## config.mk

```make
export PLATFORM = sky130hd
export DESIGN_NAME = ssp_core
export DESIGN_NICKNAME = d
export VERILOG_FILES = /design/src/hdl/ssp_core.v /design/src/hdl/ssp_fifo.v
export VERILOG_INCLUDE_DIRS = /design/src /design/src/hdl
export SDC_FILE = /design/constraint.sdc
export NUM_CORES = 1
export LEC_CHECK = 0
export ABC_AREA = 0
export CAP_MARGIN = 20
export CELL_PAD_IN_SITES_DETAIL_PLACEMENT = 1
export CELL_PAD_IN_SITES_GLOBAL_PLACEMENT = 2
export CORE_UTILIZATION = 43
export CTS_CLUSTER_DIAMETER = 50
export DETAILED_ROUTE_END_ITERATION = 10
export DONT_BUFFER_PORTS = 1
export GPL_TIMING_DRIVEN = 1
export PLACE_DENSITY_LB_ADDON = 0.1
export SETUP_SLACK_MARGIN = 0.2
export SLEW_MARGIN = 20
export SYNTH_ARGS = -nofsm -noshare
export SYNTH_HDL_FRONTEND = slang
export SYNTH_SLANG_ARGS = --single-unit
```

## constraint.sdc

```tcl
create_clock -name clock -period 4.4 [get_ports clock]
set_input_delay 0.22 -clock clock [delete_from_list [all_inputs] [get_ports clock]]
set_output_delay 0.22 -clock clock [all_outputs]
set_load 0.05 [all_outputs]
```

## src/hdl/ssp_regs.vh

```
// Constants for the serial port core: field widths, bit counts and reset values.
// Assumes inclusion by the serial port core and its FIFO only.
//
// Contract
// Clearing the port enable neither stops nor clears a running transmit shift.
// With the port disabled, the pins are released and shifted bits stay internal.
// A buffer write while the transmitter is active loads and shifts, even when disabled.
// Enabling the port mid-byte puts the remaining bits on the transmit pin.
// Only clearing transmit enable stops and resets the transmitter; in synchronous mode the code keeps it running while receive enable is set.
// In synchronous mode, clearing receive enable or port enable stops reception.
// In UART mode, clearing receive enable stops reception.
// In synchronous mode both directions share one shift clock.
// In synchronous mode, receive enable keeps the transmit clock circuit running.
// Ready output drives only with receive, ready-output and transmit enables all set.
// Mode settings take effect only after both transmit and receive are disabled.
// Completion flag falls 0.5 to 1.5 shift clocks after a buffer write.
// With external clock, buffer loads happen only while the clock input is high.
// Exactly one mode, synchronous or UART, is active, chosen by a mode input.
`ifndef SSP_REGS_VH
`define SSP_REGS_VH

`define SSP_DATA_W        8
`define SSP_FIFO_DEPTH    8
`define SSP_DIV_W         12
`define SSP_SYNC_LAST     3'h7
`define SSP_UART_LAST     4'h9
`define SSP_DONE_EDGES    2'h2
`define SSP_TX_DONE_RST   1'b1
`define SSP_TXD_IDLE      1'b1
`define SSP_SCLK_IDLE     1'b1

`endif

```

## src/hdl/ssp_core.v

```verilog
// Serial port core: clock-synchronous or UART transmit and receive with enable control.
// Assumes pins arrive asynchronously and are resynchronised here; software sets the
// enables as plain level inputs on the system clock.
`include "ssp_regs.vh"

module ssp_core #(
  parameter DIV_W = `SSP_DIV_W
) (
  input  wire                   clock,                    // System clock, 125 MHz.
  input  wire                   rst,                      // Synchronous reset.
  input  wire                   sio_en,                   // Serial port enable.
  input  wire                   tx_en,                    // Transmit enable.
  input  wire                   rx_en,                    // Receive enable.
  input  wire                   sync_mode,                // 1 synchronous, 0 UART.
  input  wire                   ext_clk_sel,              // 1 external shift clock.
  input  wire                   rdy_out_en,               // Ready output enable.
  input  wire [DIV_W-1:0]       baud_div,                 // Half-period divider minus one.
  input  wire                   err_clr,                  // Clears framing error.
  input  wire                   tx_valid,                 // Transmit byte offered.
  input  wire [`SSP_DATA_W-1:0] tx_data,                  // Transmit byte.
  output wire                   tx_ready,                 // FIFO accepts a byte.
  output reg                    rx_valid,                 // Received byte pulse.
  output reg  [`SSP_DATA_W-1:0] rx_data,                  // Received byte.
  output reg                    frame_err,                // Sticky UART stop error.
  output reg                    tx_shift_done,            // Transmit shift complete.
  output reg                    tx_buf_empty,             // Transmit buffer empty.
  input  wire                   rxd_pin,                  // Receive data pin.
  input  wire                   sclk_pin,                 // Shift clock pin input.
  output reg                    sclk_out,                 // Shift clock pin output.
  output reg                    sclk_oe,                  // Shift clock pin enable.
  output reg                    txd_out,                  // Transmit pin output.
  output reg                    txd_oe,                   // Transmit pin enable.
  output reg                    serial_receive_ready_out, // Receiver ready level.
  output reg                    serial_receive_ready_out_oe                   // Ready pin enable.
);

  localparam RX_IDLE  = 2'b00;
  localparam RX_START = 2'b01;
  localparam RX_DATA  = 2'b10;
  localparam RX_STOP  = 2'b11;

  reg                   rxd_s1, rxd_s2;
  reg                   sclk_s1, sclk_s2, sclk_s3;
  reg                   mode_sync_r, mode_ext_r;
  reg [DIV_W-1:0]       div_r, rxdiv_r;
  reg [`SSP_DATA_W-1:0] buf_r;
  reg                   buf_full_r;
  reg [9:0]             tx_sh_r;
  reg                   tx_busy_r, sclk_r, htog_r;
  reg [3:0]             tx_cnt_r;
  reg [1:0]             clr_cnt_r;
  reg [1:0]             rx_st_r;
  reg [2:0]             rx_cnt_r;
  reg                   rx_ph_r;
  reg [`SSP_DATA_W-1:0] rx_sh_r;
  wire                  f_valid;
  wire [`SSP_DATA_W-1:0] f_data;
  wire                  f_take;
  wire                  half_tick, rx_tick;
  wire                  tx_active, sync_ext;
  wire                  sfall, srise, edge_ev;
  wire                  load_ok, tx_end;
  wire                  rx_run_sync;

  ssp_fifo #(
    .WIDTH (`SSP_DATA_W),
    .DEPTH (`SSP_FIFO_DEPTH),
    .AW    (3)
  ) u_fifo (
    .clock     (clock),
    .rst       (rst),
    .in_valid  (tx_valid),
    .in_data   (tx_data),
    .in_ready  (tx_ready),
    .out_valid (f_valid),
    .out_data  (f_data),
    .out_ready (f_take)
  );

  always @(posedge clock)
  begin
    if (rst)
    begin
      rxd_s1  <= 1'b1;
      rxd_s2  <= 1'b1;
      sclk_s1 <= 1'b1;
      sclk_s2 <= 1'b1;
      sclk_s3 <= 1'b1;
    end
    else
    begin
      rxd_s1  <= rxd_pin;
      rxd_s2  <= rxd_s1;
      sclk_s1 <= sclk_pin;
      sclk_s2 <= sclk_s1;
      sclk_s3 <= sclk_s2;
    end
  end

  // Mode is taken from the inputs only while both directions are off.
  always @(posedge clock)
  begin
    if (rst)
    begin
      mode_sync_r <= 1'b0;
      mode_ext_r  <= 1'b0;
    end
    else if (~tx_en & ~rx_en)
    begin
      mode_sync_r <= sync_mode;
      mode_ext_r  <= ext_clk_sel;
    end
  end

  assign sync_ext  = mode_sync_r & mode_ext_r;
  assign tx_active = tx_en | (mode_sync_r & rx_en);
  assign half_tick = (div_r == baud_div);
  assign rx_tick   = (rxdiv_r == baud_div);
  // One shift clock serves both directions in synchronous mode.
  assign sfall     = mode_ext_r ? (sclk_s3 & ~sclk_s2)
                                : (half_tick & tx_busy_r & sclk_r);
  assign srise     = mode_ext_r ? (~sclk_s3 & sclk_s2)
                                : (half_tick & tx_busy_r & ~sclk_r);
  assign edge_ev   = mode_sync_r ? (sfall | srise) : (half_tick & htog_r);
  assign f_take    = ~buf_full_r & tx_active;
  assign load_ok   = buf_full_r & ~tx_busy_r & tx_active
                     & (~sync_ext | sclk_s2);
  assign tx_end    = tx_busy_r & (mode_sync_r ? (srise & (tx_cnt_r[2:0] == `SSP_SYNC_LAST))
                                              : (half_tick & htog_r & (tx_cnt_r == `SSP_UART_LAST)));
  assign rx_run_sync = sio_en & rx_en;

  always @(posedge clock)
  begin
    if (rst | half_tick)
      div_r <= {DIV_W{1'b0}};
    else
      div_r <= div_r + 1'b1;
  end

  // Transmitter; the port enable plays no part here, only the transmit activity.
  always @(posedge clock)
  begin
    if (rst)
    begin
      buf_r      <= {`SSP_DATA_W{1'b0}};
      buf_full_r <= 1'b0;
      tx_sh_r    <= 10'h3ff;
      tx_busy_r  <= 1'b0;
      sclk_r     <= `SSP_SCLK_IDLE;
      htog_r     <= 1'b0;
      tx_cnt_r   <= 4'h0;
    end
    else if (~tx_active)
    begin
      buf_full_r <= 1'b0;
      tx_busy_r  <= 1'b0;
      sclk_r     <= `SSP_SCLK_IDLE;
      htog_r     <= 1'b0;
      tx_cnt_r   <= 4'h0;
    end
    else
    begin
      if (f_take & f_valid)
      begin
        buf_r      <= f_data;
        buf_full_r <= 1'b1;
      end
      if (load_ok)
      begin
        buf_full_r <= 1'b0;
        tx_busy_r  <= 1'b1;
        tx_cnt_r   <= 4'h0;
        htog_r     <= 1'b0;
        tx_sh_r    <= mode_sync_r ? {2'b11, buf_r} : {1'b1, buf_r, 1'b0};
      end
      else if (tx_busy_r & mode_sync_r)
      begin
        if (half_tick & ~mode_ext_r)
          sclk_r <= ~sclk_r;
        if (sfall & (tx_cnt_r != 4'h0))
          tx_sh_r <= {1'b1, tx_sh_r[9:1]};
        if (tx_end)
          tx_busy_r <= 1'b0;
        else if (srise)
          tx_cnt_r <= tx_cnt_r + 1'b1;
      end
      else if (tx_busy_r & half_tick)
      begin
        htog_r <= ~htog_r;
        if (tx_end)
          tx_busy_r <= 1'b0;
        else if (htog_r)
        begin
          tx_sh_r  <= {1'b1, tx_sh_r[9:1]};
          tx_cnt_r <= tx_cnt_r + 1'b1;
        end
      end
    end
  end

  // Completion flag falls on the second shift-clock edge after a buffer write.
  always @(posedge clock)
  begin
    if (rst)
    begin
      clr_cnt_r     <= 2'h0;
      tx_shift_done <= `SSP_TX_DONE_RST;
    end
    else
    begin
      if (f_take & f_valid)
        clr_cnt_r <= `SSP_DONE_EDGES;
      else if (edge_ev & (clr_cnt_r != 2'h0))
        clr_cnt_r <= clr_cnt_r - 1'b1;
      if ((tx_end & ~buf_full_r) | ~tx_active)
        tx_shift_done <= 1'b1;
      else if (edge_ev & (clr_cnt_r == 2'h1))
        tx_shift_done <= 1'b0;
    end
  end

  // Receiver for both modes.
  always @(posedge clock)
  begin
    if (rst)
    begin
      rx_st_r   <= RX_IDLE;
      rx_cnt_r  <= 3'h0;
      rx_ph_r   <= 1'b0;
      rx_sh_r   <= {`SSP_DATA_W{1'b0}};
      rxdiv_r   <= {DIV_W{1'b0}};
      rx_valid  <= 1'b0;
      rx_data   <= {`SSP_DATA_W{1'b0}};
      frame_err <= 1'b0;
    end
    else
    begin
      rx_valid <= 1'b0;
      if (err_clr)
        frame_err <= 1'b0;
      rxdiv_r <= (rx_tick | (rx_st_r == RX_IDLE)) ? {DIV_W{1'b0}} : rxdiv_r + 1'b1;
      if (mode_sync_r)
      begin
        rx_st_r <= RX_IDLE;
        if (~rx_run_sync)
          rx_cnt_r <= 3'h0;
        else if (srise)
        begin
          rx_sh_r  <= {rxd_s2, rx_sh_r[7:1]};
          rx_cnt_r <= rx_cnt_r + 1'b1;
          if (rx_cnt_r == `SSP_SYNC_LAST)
          begin
            rx_valid <= 1'b1;
            rx_data  <= {rxd_s2, rx_sh_r[7:1]};
          end
        end
      end
      else if (~rx_en)
        rx_st_r <= RX_IDLE;
      else
      begin
        case (rx_st_r)
          RX_IDLE:
            if (~rxd_s2)
              rx_st_r <= RX_START;
          RX_START:
            if (rx_tick)
            begin
              rx_st_r  <= rxd_s2 ? RX_IDLE : RX_DATA;
              rx_ph_r  <= 1'b0;
              rx_cnt_r <= 3'h0;
            end
          RX_DATA:
            if (rx_tick)
            begin
              rx_ph_r <= ~rx_ph_r;
              if (rx_ph_r)
              begin
                rx_sh_r  <= {rxd_s2, rx_sh_r[7:1]};
                rx_cnt_r <= rx_cnt_r + 1'b1;
                if (rx_cnt_r == `SSP_SYNC_LAST)
                  rx_st_r <= RX_STOP;
              end
            end
          default:
            if (rx_tick)
            begin
              rx_ph_r <= ~rx_ph_r;
              if (rx_ph_r)
              begin
                rx_st_r  <= RX_IDLE;
                rx_valid <= 1'b1;
                rx_data  <= rx_sh_r;
                if (~rxd_s2)
                  frame_err <= 1'b1;
              end
            end
        endcase
      end
    end
  end

  // Pin stage; with the port disabled the pins are released to port use.
  always @(posedge clock)
  begin
    if (rst)
    begin
      txd_out                  <= `SSP_TXD_IDLE;
      txd_oe                   <= 1'b0;
      sclk_out                 <= `SSP_SCLK_IDLE;
      sclk_oe                  <= 1'b0;
      serial_receive_ready_out_oe                  <= 1'b0;
      serial_receive_ready_out <= 1'b0;
      tx_buf_empty             <= 1'b1;
    end
    else
    begin
      txd_out  <= (sio_en & tx_busy_r) ? tx_sh_r[0] : `SSP_TXD_IDLE;
      txd_oe   <= sio_en;
      sclk_out <= sclk_r;
      sclk_oe  <= sio_en & mode_sync_r & ~mode_ext_r;
      serial_receive_ready_out_oe  <= sio_en & sync_ext & rx_en & rdy_out_en & tx_en;
      serial_receive_ready_out <= sio_en & sync_ext & rx_en & rdy_out_en
                                  & tx_en & (rx_cnt_r == 3'h0);
      tx_buf_empty <= ~buf_full_r;
    end
  end

endmodule

```

## src/hdl/ssp_fifo.v

```verilog
// Synchronous FIFO with valid and ready on both sides.
// Assumes one clock and a synchronous active-high reset.
`include "ssp_regs.vh"

module ssp_fifo #(
  parameter WIDTH = `SSP_DATA_W,
  parameter DEPTH = `SSP_FIFO_DEPTH,
  parameter AW    = 3
) (
  input  wire             clock,     // System clock.
  input  wire             rst,       // Synchronous reset.
  input  wire             in_valid,  // Source offers a word.
  input  wire [WIDTH-1:0] in_data,   // Offered word.
  output reg              in_ready,  // Room for a word.
  output wire             out_valid, // A word is held.
  output wire [WIDTH-1:0] out_data,  // Oldest word.
  input  wire             out_ready  // Sink takes the word.
);

  reg  [WIDTH-1:0] mem [0:DEPTH-1];
  reg  [AW-1:0]    wr_r;
  reg  [AW-1:0]    rd_r;
  reg  [AW:0]      count_r;
  reg  [AW:0]      count_nxt;
  wire             push;
  wire             pop;

  assign push      = in_valid & in_ready;
  assign pop       = out_valid & out_ready;
  assign out_valid = (count_r != {(AW+1){1'b0}});
  assign out_data  = mem[rd_r];

  always @*
  begin
    count_nxt = count_r;
    if (push & ~pop)
      count_nxt = count_r + 1'b1;
    else if (pop & ~push)
      count_nxt = count_r - 1'b1;
  end

  always @(posedge clock)
  begin
    if (push)
      mem[wr_r] <= in_data;
  end

  always @(posedge clock)
  begin
    if (rst)
    begin
      wr_r     <= {AW{1'b0}};
      rd_r     <= {AW{1'b0}};
      count_r  <= {(AW+1){1'b0}};
      in_ready <= 1'b0;
    end
    else
    begin
      if (push)
        wr_r <= (wr_r == DEPTH - 1) ? {AW{1'b0}} : wr_r + 1'b1;
      if (pop)
        rd_r <= (rd_r == DEPTH - 1) ? {AW{1'b0}} : rd_r + 1'b1;
      count_r  <= count_nxt;
      in_ready <= (count_nxt != DEPTH);
    end
  end

endmodule

```

==> flow_summary.yaml, run 1 <==
power_and_ir_drop:
  p_per_area_mw_per_mm2: 471
  p_leak_nw: 2.92
  ir_worst_vdd_v: 0.000288
  total_power_mw: 3.95
synthesis:
  yosysUniqueCellTypes: 55
  synth_edf_count: 64
  syn_nets: 711
  syn_inst: 661
  ys.flop_type: "dfxtp_1"
  ys_ff_latch: 165
  postSynthAreaPerCell_um2: 11.1
  synthArstFlopShare_pct: 0
  yosysSeqAreaShare_pct: 53.8
  yosys_warnings: 0
  synth_area_mm2: 0.00734
place:
  port_buffers: 0
  gp_congestion: 0.769
  place_hpwl_um: 11000
sta:
  setup_tns_ns: 0
  rsz0062_at_grt: "no"
  hold_violations: 0
  setup_violations: 0
  hold_ws_ns: 0.0184
  fin_crit_sh_pct: 55.7
  maxSlewViolCount: 0
  finalCriticalPeriod_ns: 2.45
  fmax_ghz: 0.408
  tightestPinTransition_ns: 0.923
  slew_headroom_pct: 38.4
  clock_skew_ns: 0.0143
critical_path:
  rrSetupSlack_ns: 1.95
  rr_endpoint: "tx_sh_r[2]$_SDFFE_PP1P_"
  critical_path_class: "flip-flop to flip-flop"
  critPathArrivalTime_ns: 2.82
  critPathLaunch: "mode_sync_r$_SDFFE_PP0P_"
  cp-end-kind: "flip-flop"
  worstRegToRegCells: 7
  startpoint_type: "flip-flop"
  r2r_start: "mode_sync_r$_SDFFE_PP0P_"
  required_ns: 4.76
  path_max_fanout: 30
layout:
  drive_above_1_share_pct: 11.4
  post-route-util_pct: 50.3
  fill_cells: 1764
  diodes: 0
  mostFrequentLayoutCells: "100 x dfxtp_1, 75 x nor2_1, 64 x edfxtp_1, 36 x nand2_1, 31 x a21oi_1"
  nets: 721
  area_growth_pct: 14.2
  final_common_cell: "dfxtp_1"
clock_tree:
  h-tree-depth: 4
  post_cts_buffers: 0
  cts_root_buf: "clkbuf_16"
  numCtsBuffers: 17
  clkSinkCount: 165
  clk_pin_slew_worst_paths_ns: 0.08
  cts_tree: "yes"
  clk_latency_ns: 0.43
  ctsLongestPathBuffers: 2
drt:
  drt_iter0_drc: 174
  met1_length_um: 7230
  drc: 0
  wl_um: 16000
  wl_met2_um: 8260
  first_pass_iters: 4
  vias: 4864
  top_layer: "met4"
  avgViaCountPerCell: 5.38
  drtAntennaViolNets: 0
  detail_route.wl_per_cell_um: 17.7
  wl_met3_um: 417
hold_path:
  whs_path_depth: 2
  hold_path_end: "rx_sh_r[7]$_SDFFE_PP0P_"
  holdCritStartpoint: "rst"
  hold_class: "input port to flip-flop"
floorplan:
  core_area_mm2: 0.0166
  die_area_mm2: 0.0176
  ios: 51
  start_util_pct: 44.1
  row_count: 47
  die-width_um: 133
  die_y_um: 133
global_route:
  grtUsageTotal_pct: 19.5
  grt_max_degree: 69
  grt_pass1_vias: 5146
  antenna_found_initial: 0
  overflow: 0
  grt_first_pass_wirelength_um: 26800
status:
  status: "complete, no violations"
flow_run:
  maxCapViolCount: 0
## flip-flops by register name, summed over array words and instances, names as in the netlist, 4 cells and up
register and cells:
rx_sh_r 8, rxdiv_r 12, u_fifo.count_r 4, rx_data 8, tx_sh_r 9, u_fifo.mem 64
buf_r 8, tx_cnt_r 4, div_r 12
## worst max-delay path, stage by stage, from the launching register on
cell and delay, ns:
dfxtp_1 0.68, buf_4 0.39, a21oi_1 0.08, a211oi_1 0.26
a31oi_1 0.15, o21ai_2 0.55, nor3_1 0.11, a21oi_1 0.15
## worst max path at each step
stage,end,slack (ns),depth (start not counted)
final,tx_sh_r[2]$_SDFFE_PP1P_,1.95,7
after CTS,tx_sh_r[2]$_SDFFE_PP1P_,1.86,6
after global routing,tx_sh_r[8]$_SDFFE_PP1P_,1.70,7
after detailed placement,tx_sh_r[2]$_SDFFE_PP1P_,1.90,6
after floorplan,u_fifo.mem[0][0]$_DFFE_PP_,2.21,3
after global placement,u_fifo.mem[1][6]$_DFFE_PP_,1.86,3
## routing by layer
| metal | vias up | GRT usage, % |
|---|---|---|
| li1 | 2385 | - |
| met1 | 2417 | 23.8 |
| met3 | 8 | 4.29 |
| met4 | 0 | 5.11 |
| met5 | - | 0 |
| met2 | 54 | 34.8 |
## stage by stage
stage	setup slack (ns)	cells	area (um2)
after floorplan	2.21	661	7340
after global placement	1.86	852	7510
after detailed placement	1.90	852	7530
after CTS	1.86	903	8370
after global routing	1.70	904	8380
final	1.95	904	8380
## layout make-up
cell class | instances | area [um2] | share of cell area, %
well taps | 220 | 275 | 3.29
flip-flops and latches | 165 | 3950 | 47.1
clock inverters | 15 | 206 | 2.46
clock buffers | 17 | 425 | 5.08
repair buffers | 24 | 245 | 2.93
multi-input cells | 445 | 3210 | 38.3
inverters | 18 | 67.6 | 0.807
## cell families after synthesis
logic type / count (synthesis) / share of synthesized area, %
AOI/OAI and AO/OA: 85 / 7.96
xor gates and xnor gates: 52 / 6.21
adders and majority gates: 18 / 3.07
buffers and inverters: 51 / 2.76
DFF: 165 / 53.8
muxes: 45 / 8.87
and+or+nand+nor: 245 / 17.4
## synth_stat cells (11+ instances only)
library cell | number | area (um2)
mux2i_1 | 29 | 290
nor2b_1 | 12 | 75.1
nand3_1 | 14 | 70.1
nor3_1 | 34 | 170
xnor2_1 | 24 | 210
clkbuf_1 | 23 | 86.3
nand2b_1 | 21 | 131
nor2_1 | 75 | 282
edfxtp_1 | 64 | 1920
mux4_2 | 16 | 360
and3_1 | 11 | 68.8
ha_1 | 18 | 225
nand2_1 | 36 | 135
a211oi_1 | 11 | 82.6
a21oi_1 | 31 | 155
xor2_1 | 28 | 245
inv_1 | 18 | 67.6
dfxtp_1 | 101 | 2020
## repair_timing
item,in CTS,in global routing
resized for setup,0,0
endpoints found under the hold margin,125,0
hold buffers,19,0
## report_power, final
group | switching [mW] | internal, mW
clock | 0.752 | 0.789
combinational | 0.296 | 0.284
sequential | 0.152 | 1.68
total | 1.20 | 2.75
Power figures use the tool's default switching activity.
==> inputs of run 2 (changes only) <==
- CORE_UTILIZATION: 43 -> 42
- clock period: 4.4 -> 2.4 ns (I/O delays scaled with it)
==> flow_summary.yaml, run 2 (synthesis results as in run 1) <==
place:
  place_hpwl_um: 11200
  gp_congestion: 0.752
  port_buffers: 0
  place_area_mm2: 0.00762
sta:
  maxSlewViolCount: 0
  hold_violations: 0
  clock_skew_ns: 0.0117
  rsz0062_at_grt: "no"
  tightestPinTransition_ns: 0.649
  fin_crit_sh_pct: 84.5
  setup_tns_ns: 0
  setup_violations: 0
  fmax_ghz: 0.493
  slew_headroom_pct: 56.7
  finalCriticalPeriod_ns: 2.03
layout:
  mostFrequentLayoutCells: "101 x dfxtp_1, 75 x nor2_1, 64 x edfxtp_1, 36 x nand2_1, 34 x nor3_1"
  fin_area_mm2: 0.00846
  largest_reg_flops: 64
  nets: 738
  reg_top3: "u_fifo.mem x64, div_r x12, rxdiv_r x12"
  drive_above_1_share_pct: 12.3
  final_common_cell: "dfxtp_1"
  diodes: 0
  area_growth_pct: 15.2
  top_register: "u_fifo.mem"
clock_tree:
  cts_root_buf: "clkbuf_16"
  h-tree-depth: 4
  cts.repair.resized: 0
  clkSinkCount: 165
  ctsLongestPathBuffers: 2
  numCtsBuffers: 17
  post_cts_buffers: 0
  cts_tree: "yes"
  clk_latency_ns: 0.43
  ctsHoldBuffers: 22
  clk_pin_slew_worst_paths_ns: 0.07
critical_path:
  cp_slowest_cell: "dfxtp_1"
  required_ns: 2.71
  critical_path.cell_chain: "inv_1 > ha_1 > a211o_1 > and3_1 > a31oi_1 > xor2_1 > a31oi_1"
  critical_path_class: "flip-flop to flip-flop"
  timing.critical_path.mode_cell: "a31oi_1"
  cp-end-kind: "flip-flop"
  critPathMaxStageDelay_ns: 0.45
  crit_family: "compound AO/OA/AOI/OAI gates"
  critPathArrivalTime_ns: 2.34
  path_max_fanout: 7
  startpoint_type: "flip-flop"
  crit_buf_inv: 1
floorplan:
  start_util_pct: 43.6
  die_area_mm2: 0.0180
  die_y_um: 134
  row_count: 47
  core_area_mm2: 0.0168
  ios: 51
  die-width_um: 134
drt:
  drc: 0
  wl_um: 16000
  drt_iter0_drc: 151
  drtAntennaViolNets: 0
  first_pass_iters: 4
  detail_route.wl_per_cell_um: 17.3
  avgViaCountPerCell: 5.32
  vias: 4898
global_route:
  grt_first_pass_wirelength_um: 26700
  grtUsageTotal_pct: 19.2
  grtUsageMet1_pct: 22.8
  grt_util_met2_pct: 34.6
  overflow: 0
  grt_pass1_vias: 5252
  busiest_layer: "met2"
  grt_max_degree: 77
  antenna_found_initial: 0
  grt_use_met3_pct: 3.89
hold_path:
  hold_class: "input port to flip-flop"
power_and_ir_drop:
  ir_worst_vdd_v: 0.000506
  p_per_area_mw_per_mm2: 840
  p_leak_nw: 2.99
flow_run:
  maxCapViolCount: 0
status:
  status: "complete, no violations"
[run 2: metrics by stage]
stage,power (mW),worst slack (ns),instances,util (%),hold WS (ns)
2_1_floorplan,4.16,0.209,661,-,0.211
3_3_place_gp,4.40,0.436,867,45.3,0.198
3_5_place_dp,4.44,0.375,867,45.3,0.199
4_1_cts,7.22,0.351,921,50.3,0.0344
5_1_grt,7.46,0.214,921,50.3,0.0617
6_report,7.10,0.371,921,50.3,0.0334
[run 2: layout make-up]
| class | count | area (um2) |
|---|---|---|
| Fill cell | 1794 | 8360 |
| Clock buffer | 17 | 425 |
| Sequential cell | 165 | 3940 |
| Multi-Input combinational cell | 445 | 3190 |
| Inverter | 18 | 67.6 |
| Tap cell | 220 | 275 |
| Timing Repair Buffer | 41 | 380 |
| Clock inverter | 15 | 173 |
[run 2: report_power, final]
part | switching [mW] | internal, mW | total (mW)
Sequential | 0.154 | 3.07 | 3.23
Clock | 1.29 | 1.41 | 2.70
Combinational | 0.643 | 0.537 | 1.18
Total | 2.09 | 5.02 | 7.10
[run 2: final timing paths]
kind	cells after the start	slack [ns]	start	to
worst min register to register	1	0.42	rxd_s1$_SDFF_PP1_	rxd_s2$_SDFF_PP1_
worst min-delay path	2	0.03	rst	rx_ph_r$_SDFFE_PP0P_
worst max register to register	7	0.37	u_fifo.count_r[0]$_SDFF_PP0_	u_fifo.in_ready$_SDFF_PP0_
worst max-delay path	7	0.37	u_fifo.count_r[0]$_SDFF_PP0_	u_fifo.in_ready$_SDFF_PP0_
[run 2: layer usage]
layer / up-vias / share of wire [%]
met2: 46 / 53
met4: 0 / 1.1
met5: - / 0
met1: 2400 / 44
li1: 2437 / -
met3: 15 / 2.2
==> inputs of run 3 (changes only) <==
- clock period: 2.4 -> 2.11 ns (I/O delays scaled with it)
==> flow_summary.yaml, run 3 (synthesis results as in run 1) <==
status:
  status: "complete, no violations"
global_route:
  grt_util_met2_pct: 35.0
  antenna_found_initial: 0
  grt_use_met3_pct: 4.38
  grt_pass1_vias: 5208
  grt_first_pass_wirelength_um: 27200
  grt_max_degree: 77
  grtUsageTotal_pct: 19.6
  overflow: 0
  grtUsageMet1_pct: 23.6
  busiest_layer: "met2"
sta:
  rsz0062_at_grt: "yes"
  finalCriticalPeriod_ns: 1.87
  clock_skew_ns: 0.0101
  hold_ws_ns: 0.0385
  slew_headroom_pct: 56.0
  setup_tns_ns: 0
  setup_violations: 0
  hold_violations: 0
  tightestPinTransition_ns: 0.660
  fin_crit_sh_pct: 88.7
  maxSlewViolCount: 0
  fmax_ghz: 0.534
place:
  place_area_mm2: 0.00768
  place_hpwl_um: 11000
  port_buffers: 0
  gp_congestion: 0.754
floorplan:
  die_area_mm2: 0.0180
  die-width_um: 134
  row_count: 47
  core_area_mm2: 0.0168
  ios: 51
  start_util_pct: 43.6
  die_y_um: 134
clock_tree:
  clkSinkCount: 165
  clk_pin_slew_worst_paths_ns: 0.08
  h-tree-depth: 4
  cts_tree: "yes"
  ctsLongestPathBuffers: 2
  clk_latency_ns: 0.43
  cts_root_buf: "clkbuf_16"
  numCtsBuffers: 17
critical_path:
  required_ns: 2.43
  cp_slowest_cell: "dfxtp_4"
  crit_buf_inv: 1
  cp-end-kind: "flip-flop"
  critPathArrivalTime_ns: 2.19
  crit_family: "compound AO/OA/AOI/OAI gates"
  startpoint_type: "flip-flop"
  critical_path.cell_chain: "xor2_2 > nor4_4 > buf_6 > nand4_1 > o21a_2 > a221oi_1 > nor3_1"
  critPathMaxStageDelay_ns: 0.37
  critical_path_class: "flip-flop to flip-flop"
  path_max_fanout: 9
drt:
  drtAntennaViolNets: 0
  detail_route.wl_per_cell_um: 17.9
  drc: 0
  first_pass_iters: 4
  drt_iter0_drc: 179
  wl_um: 16800
  avgViaCountPerCell: 5.41
  vias: 5050
layout:
  diodes: 0
  top_register: "u_fifo.mem"
  nets: 751
  reg_top3: "u_fifo.mem x64, div_r x12, rxdiv_r x12"
  ff_latch_area_mm2: 0.00399
  drive_above_1_share_pct: 20.3
  fill_cells: 1774
  post-route-util_pct: 52.5
  fin_area_mm2: 0.00883
  mostFrequentLayoutCells: "80 x dfxtp_1, 74 x nor2_1, 64 x edfxtp_1, 36 x nand2_1, 33 x nor3_1"
  final_common_cell: "dfxtp_1"
  multi_input_area_mm2: 0.00337
  area_growth_pct: 20.3
  largest_reg_flops: 64
hold_path:
  hold_class: "input port to flip-flop"
power_and_ir_drop:
  p_per_area_mw_per_mm2: 941
  p_leak_nw: 3.12
  total_power_mw: 8.31
  ir_worst_vdd_v: 0.000596
flow_run:
  maxCapViolCount: 0
[run 3: cell count changes in the layout (fill, tap and decap cells not counted), sizes merged]
| cell | change |
|---|---|
| inv | -1 |
| clkinv | +1 |
| buf | +13 |
| dlygate4sd3 | -1 |
| dlymetal6s4s | +1 |
[run 3: worst paths after layout]
kind | from | end | slack, ns | depth (start not counted)
hold / removal | rst | frame_err$_SDFF_PP0_ | 0.04 | 2
setup reg to reg | div_r[2]$_SDFF_PP0_ | rx_data[2]$_SDFFE_PP0P_ | 0.24 | 7
hold reg to reg | rxd_s1$_SDFF_PP1_ | rxd_s2$_SDFF_PP1_ | 0.42 | 1
setup / recovery | div_r[2]$_SDFF_PP0_ | rx_data[2]$_SDFFE_PP0P_ | 0.24 | 7
[run 3: metrics by stage]
step                      cells  setup slack [ns]
after global routing        934             0.140
after floorplan             661             0.101
after CTS                   929             0.180
final                       934             0.238
after global placement      870            0.0862
after detailed placement    870            0.0299
[run 3: repair_timing]
action                     in CTS  in global routing
pin swaps                       5                 15
hold endpoints to repair      135                  0
setup buffers                   5                  5
hold buffers                   22                  0
setup endpoints to repair      45                 50
gates resized for setup        15                 44
cloned                          0                  0
[run 3: worst reg2reg max path, stage by stage, from the launching register on]
cell and delay (ns):
dfxtp_4 0.37, xor2_2 0.16, nor4_4 0.28, buf_6 0.16, nand4_1 0.13, o21a_2 0.30
a221oi_1 0.28, nor3_1 0.07
[run 3: layout make-up]
type | count | area share, %
clock buffers | 17 | 4.82
inverters | 18 | 0.766
repair buffers | 54 | 5.77
clock inverters | 15 | 2.15
multi-input cells | 445 | 38.1
flip-flops and latches | 165 | 45.2
well taps | 220 | 3.12
[run 3: power by group]
group	leakage, nW	total, mW	internal [mW]	switching, mW
registers	1.41	3.67	3.49	0.179
clock network	0.296	3.17	1.62	1.54
logic	1.41	1.47	0.696	0.773
total	3.12	8.31	5.81	2.50
[run 3: layer usage]
| metal | part of all wire (%) | vias up |
|---|---|---|
| met3 | 2.9 | 22 |
| li1 | - | 2445 |
| met2 | 52 | 60 |
| met5 | 0 | - |
| met1 | 44 | 2523 |
| met4 | 1.5 | 0 |
